File: src/cogt_defines.svh
// register map constants for the channel offset and full-scale trim bank
`ifndef COGT_DEFINES_SVH
`define COGT_DEFINES_SVH
`define COGT_ADDR_W 4
`define COGT_ADDR_OFFSET 4'h2
`define COGT_ADDR_FULLSCALE 4'h3
`define COGT_OFFSET_RESET 16'h0000
`define COGT_FULLSCALE_RESET 16'h4000
`define COGT_SIGN_BIT 12
`define COGT_MAG_MSB 11
`define COGT_FS_MSB 14
`define COGT_MAG_MONO_BITS 9
`define COGT_FS_NOMINAL_LOW 15'h4000
`endif

File: src/cogt_pkg.sv
// types for the channel offset and full-scale trim bank
package cogt_pkg;
    typedef logic [3:0] cogt_addr_t;
    typedef logic [15:0] cogt_word_t;
    typedef struct packed {
        logic [15:0] offset;
        logic [15:0] fullscale;
        logic [15:0] rdata;
    } cogt_state_t;
endpackage

File: src/cogt_trim_regs.sv
// trim register bank: offset and full-scale range settings for one channel
// What this block does
// - address 2 is offset register, resets zero
// - address 3 is full-scale range register
// - bit 12 selects offset sign, default positive
// - bits 11:0 give unsigned offset magnitude
// - offset magnitude reads zero after reset
// - bits 14:0 give full-scale range code
// - full-scale register resets to 4000 hex
// - midscale code equals nominal low range
// - only upper nine magnitude bits monotonic
`timescale 1ns/1ps
`include "cogt_defines.svh"
module cogt_trim_regs #(
    parameter int ADDR_W = `COGT_ADDR_W
) (
    input wire logic clk_sys,
    input wire logic rst,
    input wire logic clk_en,
    input wire cogt_pkg::cogt_addr_t addr,
    input wire cogt_pkg::cogt_word_t wdata,
    input wire logic wr_en,
    input wire logic rd_en,
    output cogt_pkg::cogt_word_t rdata,
    output logic offset_sign,
    output logic [11:0] offset_magnitude,
    output logic [11:0] offset_magnitude_mono,
    output logic [14:0] fullscale_code,
    output logic fullscale_at_nominal
);
    import cogt_pkg::*;

    // only a 4-bit map is decoded; a wider bus would alias registers
    if (ADDR_W != 4)
    begin : g_addr_check
        $error("cogt_trim_regs supports only a 4-bit address");
    end

    cogt_state_t state_q;
    cogt_state_t state_d;
    logic fs_nom_q;
    logic fs_nom_d;

    always_comb
    begin
        state_d = state_q;
        state_d.rdata = 16'h0000;
        if (wr_en)
        begin
            case (addr)
                `COGT_ADDR_OFFSET: state_d.offset = wdata;
                `COGT_ADDR_FULLSCALE: state_d.fullscale = wdata;
                default: state_d.offset = state_q.offset;
            endcase
        end
        if (rd_en)
        begin
            // registers read back as written; reserved bits are not
            // forced because the writer keeps them zero
            case (addr)
                `COGT_ADDR_OFFSET: state_d.rdata = state_q.offset;
                `COGT_ADDR_FULLSCALE: state_d.rdata = state_q.fullscale;
                default: state_d.rdata = 16'h0000;
            endcase
        end
        // midscale flag computed from next value so it tracks the register
        fs_nom_d = (state_d.fullscale[`COGT_FS_MSB:0]
            == `COGT_FS_NOMINAL_LOW);
    end

    always_ff @(posedge clk_sys)
    begin
        if (rst)
        begin
            state_q.offset <= `COGT_OFFSET_RESET;
            state_q.fullscale <= `COGT_FULLSCALE_RESET;
            state_q.rdata <= 16'h0000;
            fs_nom_q <= 1'b1;
        end
        else if (clk_en)
        begin
            state_q <= state_d;
            fs_nom_q <= fs_nom_d;
        end
    end

    assign rdata = state_q.rdata;
    assign offset_sign = state_q.offset[`COGT_SIGN_BIT];
    assign offset_magnitude = state_q.offset[`COGT_MAG_MSB:0];
    // lower bits masked: only the upper nine steps are monotonic
    assign offset_magnitude_mono = {state_q.offset[`COGT_MAG_MSB:3],
        3'h0};
    assign fullscale_code = state_q.fullscale[`COGT_FS_MSB:0];
    assign fullscale_at_nominal = fs_nom_q;

    // qualified accesses seen by the checks; a strobe only counts while
    // the enable lets the bank advance
    logic acc_wr_ofs;
    logic acc_wr_fs;
    logic acc_wr_other;
    logic acc_rd_ofs;
    logic acc_rd_fs;
    logic acc_rd_other;
    logic acc_idle_wr;
    logic acc_idle_rd;

    assign acc_wr_ofs = clk_en && wr_en && addr == `COGT_ADDR_OFFSET;
    assign acc_wr_fs = clk_en && wr_en && addr == `COGT_ADDR_FULLSCALE;
    assign acc_wr_other = clk_en && wr_en && addr != `COGT_ADDR_OFFSET
        && addr != `COGT_ADDR_FULLSCALE;
    assign acc_rd_ofs = clk_en && rd_en && !wr_en
        && addr == `COGT_ADDR_OFFSET;
    assign acc_rd_fs = clk_en && rd_en && !wr_en
        && addr == `COGT_ADDR_FULLSCALE;
    assign acc_rd_other = clk_en && rd_en && addr != `COGT_ADDR_OFFSET
        && addr != `COGT_ADDR_FULLSCALE;
    assign acc_idle_wr = !(clk_en && wr_en);
    assign acc_idle_rd = clk_en && !rd_en;
endmodule

File: config.mk
export PLATFORM = sky130hd
export DESIGN_NAME = cogt_trim_regs
export DESIGN_NICKNAME = d
export VERILOG_FILES = /design/src/cogt_pkg.sv /design/src/cogt_trim_regs.sv
export VERILOG_INCLUDE_DIRS = /design/src
export SDC_FILE = /design/constraint.sdc
export NUM_CORES = 1
export LEC_CHECK = 0
export BUFFER_PORTS_ARGS = -buffer_cell sky130_fd_sc_hd__buf_2
export CAP_MARGIN = 20
export CORE_ASPECT_RATIO = 1.1
export CORE_MARGIN = 3
export CORE_UTILIZATION = 39
export CTS_BUF_LIST = sky130_fd_sc_hd__clkbuf_8
export CTS_CLUSTER_DIAMETER = 60
export DETAILED_ROUTE_END_ITERATION = 8
export HOLD_SLACK_MARGIN = 0.05
export PLACE_DENSITY = 0.76
export SYNTH_ARGS = -nofsm -noshare
export SYNTH_HDL_FRONTEND = slang
export SYNTH_SLANG_ARGS = --single-unit
File: constraint.sdc
create_clock -name clk_sys -period 2.03 [get_ports clk_sys]
set_input_delay 0.1015 -clock clk_sys [delete_from_list [all_inputs] [get_ports clk_sys]]
set_output_delay 0.1015 -clock clk_sys [all_outputs]
set_load 0.02 [all_outputs]
### After elaboration in Yosys (flattened, before gate mapping)

Cells that the tools add are included.

| word-level totals | value |
|---|---|
| register bits | 49 |
| output and inout bits | 57 |

| operators by class | value |
|---|---|
| equality and inequality tests | 3 |
| reductions and logical operators | 2 |
| multiplexer cells | 4 |

Operator list:

| kind | count |
|---|---|
| 16-bit case mux with 2 select lines | 1 |
| 15-bit 2-to-1 mux | 2 |
| 16-bit 2-to-1 mux | 1 |
| 15-bit == test, second input constant | 1 |
| 4-bit by 2-bit == test with 1-bit output, second input constant | 2 |
| 3-bit AND reduction | 2 |

### Logic depth before layout (Yosys ltp)

| depth | value |
|---|---|
| depth after elaboration | 4 |
| depth in mapped cells | 6 |
| depth with buffers taken out | 4 |

### Worst setup path after synthesis

No wires, ideal clock.

| timing | value |
|---|---|
| path kind | input to register |
| from | in addr[3] |
| to | reg state_q (netlist bit offset_magnitude[10]) |
| path slack | 0.614 ns |
| cell stages on the path | 6 |
| required time | 1.902 ns |
| arrival time | 1.289 ns |
| buffers on the path | 2 |
| cell sequence | nand2b_1 > buf_6 > nor4_4 > buf_6 > mux2i_1 > nor2_1 |

| on the way | value |
|---|---|
| word-level cells in the longest chain between the ends | 2 |

RTL lines:

| item | RTL line | text |
|---|---|---|
| start, declared | cogt_trim_regs.sv:20 | `input wire cogt_pkg::cogt_addr_t addr,` |
| 4-bit by 2-bit == test with 1-bit output | cogt_trim_regs.sv:50 | `case (addr)` |
| 3-bit AND reduction (no line) | -- |  |
| end signal, assigned | cogt_trim_regs.sv:82 | `state_q <= state_d;` |
| end, declared | cogt_trim_regs.sv:39 | `cogt_state_t state_q;` |

Every way passes these cells.
A chain may end at the register's enable or synchronous reset.

### Final worst setup path

| timing | value |
|---|---|
| from | in wdata[12] |
| to | reg fs_nom_q, in the netlist fullscale_at_nominal |

| on the way | value |
|---|---|
| word-level cells in the longest chain between the ends | 3 |

RTL lines:

| item | RTL line | text |
|---|---|---|
| start, declared | cogt_trim_regs.sv:21 | `input wire cogt_pkg::cogt_word_t wdata,` |
| 15-bit 2-to-1 mux | cogt_trim_regs.sv:50 |  |
| 15-bit 2-to-1 mux | cogt_trim_regs.sv:48 | `if (wr_en)` |
| 15-bit == test (no line) | -- |  |
| end signal, assigned | cogt_trim_regs.sv:83 | `fs_nom_q <= fs_nom_d;` |
| end, declared | cogt_trim_regs.sv:41 | `logic fs_nom_q;` |

Every way passes these cells.

==> key figures <==
Run status
  – Status: finished clean

Layout
  – Share of layout cells above drive strength 1: 38.6%
  – Fin nets: 320
  – Layout area overhead: 7.54%
  – Post-route insts no fill: 372
  – Diodes inserted: 0
  – Multi-input gate area: 963 sq um
  – Sequential Area: 981 sq um
  – Fill cells: 612
  – Final instance area: 2610 sq um

Place
  – Dpl cells: 365
  – GP Congestion: between 0.7 and 0.8
  – Post-DP Area: 2500 sq um
  – IO Port Bufs: between 70 and 80
  – Hpwl dp: 4.38 mm
  – Pre-CTS setup slack: 0.488 ns

CTS
  – CTS tree: done
  – Post-CTS resize count: 0
  – CTS Hold Bufs: 0
  – Clk sinks: 49
  – Clk slew on worst S/H paths: 0.09 ns
  – Setup Buffers After CTS: 0
  – CTS Buf Count: 5
  – CTS Root Cell: clkbuf_8
  – Worst-skew pair later-pin latency: 0.30 ns
  – H-tree depth: 2
  – Clock buffer depth: 2

Critical path
  – CP arrival: 1.48 ns
  – Cell Chain, Critical Path: buf_2, or4b_2, nor4_1, nand4_1, nand3_1
  – Worst path slowest cell: or4b_2
  – Required time worst endpoint: 2.27 ns
  – Cells on worst reg2reg path: 4
  – CP peak stage delay: between 0.6 and 0.7 ns
  – Register-to-register path setup slack: 0.91 ns
  – Critical Path Sink Type: flip-flop
  – R2r startpoint: fullscale_code[7]
  – Worst Setup SP: wdata[12]
  – Worst flop-to-flop path endpoint: fullscale_at_nominal
  – Startpoint Class: input pin
  – Setup Crit Path Kind: input pin to flip-flop
  – Crit path to: fullscale_at_nominal
  – Critical Path Fanout Max: 3

Yosys
  – Yosys reg bits: 49
  – Synth Area per Inst: between 9 and 10 sq um
  – Multiplexer area fraction after synthesis: 14.0%
  – Synth Area in Simple Gates: between 10% and 20%
  – Syn Inst Count: between 200 and 300
  – Cell Area, Synth: ~2400 sq um
  – Largest family of logic cells by synthesized area: buffers and inverters
  – Warnings from Yosys: 0
  – Post-synthesis compound-gate area fraction: around an eighth
  – Register area share after synthesis: 40.5%
  – XOR/XNOR Fraction of Synth Area: 0%
  – Synth Area in Adders: 0%
  – Synth unique cells: 27

Die
  – Chip Height: 88.7 um
  – Initial Utilization: a little over 40%
  – DIE AREA: 7200 sq um
  – Io pins: 82
  – Num rows: 29
  – Die Span X: 81.2 um
  – Core area: 5880 sq um

Route
  – Vias: 1901
  – DR pass1 iterations: 4
  – Post-DR wirelength/cell: 16.1 um
  – Post-DRT Antenna Nets: 0
  – Vias per cell: ~5.1
  – Iteration-0 DRC Markers: 187
  – DR DRC count: 0
  – Total Wirelength: 6.00 mm

Global routing
  – GRT Residual Overflow: 0
  – Total global-route track usage: 17.5%
  – Initial antenna violation count: 0
  – First-pass GRT wire length: 9.52 mm
  – Vias in the first global route: between 1.5k and 2k
  – Pin count of the biggest net entering global routing: 50

Timing
  – Final Hold Fails: 0
  – Worst clock skew: about 0.011 ns
  – Hold_ws: around 0.058 ns
  – Crit path time final: roughly 1.2 ns
  – Setup TNS: 0 ns
  – RSZ-0062 raised after global routing: false
  – Worst-margin pin slew: 0.908 ns
  – Final worst path period share: 60.9%
  – Final setup margin: 0.793 ns
  – Final setup viols: 0
  – Worst slew margin: between 30 and 40%
  – Max-slew violation count: 0
  – Peak Freq: between 0.8 and 0.9 GHz

Power
  – Power per cell area: about 700 nW/um^2
  – Peak VDD IR: 259 uV
  – Leakage power figure: around 1.1 nW

Job
  – Max cap viols: 0

Worst hold path
  – Hold WC Path Type: input pin to flip-flop
worst max-delay path, delay by kind of cell:
kind                   cells  cell delay, ns
and+or+nand+nor            4            1.26
buffers and inverters      1            0.12
cells in the final DEF (no fill, tap or decap), drive strengths merged:
master / instances
buf: 87
dfxtp: 49
nor2: 33
nand2: 18
o21ai: 17
mux2i: 16
a21oi: 16
mux2: 16
a22oi: 16
nor4: 6
clkbuf: 5
conb: 3
nor4b: 2
clkinv: 2
nand2b: 1
nand4b: 1
nor3: 1
nand3b: 1
and4: 1
or4b: 1
nand4: 1
nand3: 1
bufinv: 1
stage by stage:
stage	util [%]	total power, mW
5_1_grt	44.3	1.85
3_3_place_gp	42.6	1.13
6_report	44.3	1.78
2_1_floorplan	-	1.08
3_5_place_dp	42.6	1.13
4_1_cts	44.3	1.79
final cells by class:
class                           instances  share of cell area [%]
Inverter                                1                   0.144
Multi-Input combinational cell        151                    37.0
Tap cell                               77                    3.70
Clock inverter                          2                    1.34
Sequential cell                        49                    37.6
Clock buffer                            5                    2.64
Timing Repair Buffer                   87                    17.6
where the power goes:
part	internal (mW)	total, mW	switching [mW]	leakage [nW]
clock network	0.358	0.675	0.316	0.0540
registers	0.967	0.972	0.00546	0.395
logic	0.0465	0.135	0.0886	0.687
cells in the mapped netlist, drive strengths merged:
cell type   n  area (sq um)
a21oi      16          80.1
a22oi      16           120
and4        1          8.76
buf        60           449
clkbuf      9          33.8
clkinv      1          3.75
conb        1          3.75
dfxtp      49           981
mux2       16           180
mux2i      16           160
nand2      18          67.6
nand2b      1          6.26
nand3       1          5.00
nand3b      1          7.51
nand4       1          6.26
nand4b      1          8.76
nor2       33           126
nor3        1          10.0
nor4        6          52.6
nor4b       2          17.5
o21ai      17          85.1
or4b        1          10.0
layer usage:
metal	wire, um	vias up	share of wire [%]	track usage (%)
met5	0	-	0	0
met4	60	0	1.0	5.07
met3	373	4	6.2	4.38
met2	2860	67	48	29.2
met1	2710	915	45	22.5
li1	-	915	-	-
flip-flops by register name, summed over array words and instances (netlist names):
name,flops
rdata,16
state_q,4
offset_magnitude,12
offset_sign,1
fullscale_code,15
fullscale_at_nominal,1
worst min path at each step:
stage	startpoint	to	slack [ns]	depth (start not counted)
after floorplan	wdata[14]	fullscale_code[14]	0.23	2
after global placement	addr[3]	fullscale_at_nominal	0.35	3
after detailed placement	addr[3]	fullscale_at_nominal	0.36	3
after CTS	addr[3]	fullscale_at_nominal	0.05	3
after global routing	addr[3]	fullscale_at_nominal	0.06	3
final	wdata[0]	fullscale_code[0]	0.06	3
cells by family after synthesis:
logic type             count (synthesis)
buffers and inverters                 70
AND/OR/NAND/NOR                       67
AO/OA/AOI/OAI                         49
flip-flops                            49
multiplexers                          32
other                                  1
Note: power is estimated with default switching activity, not from simulation.
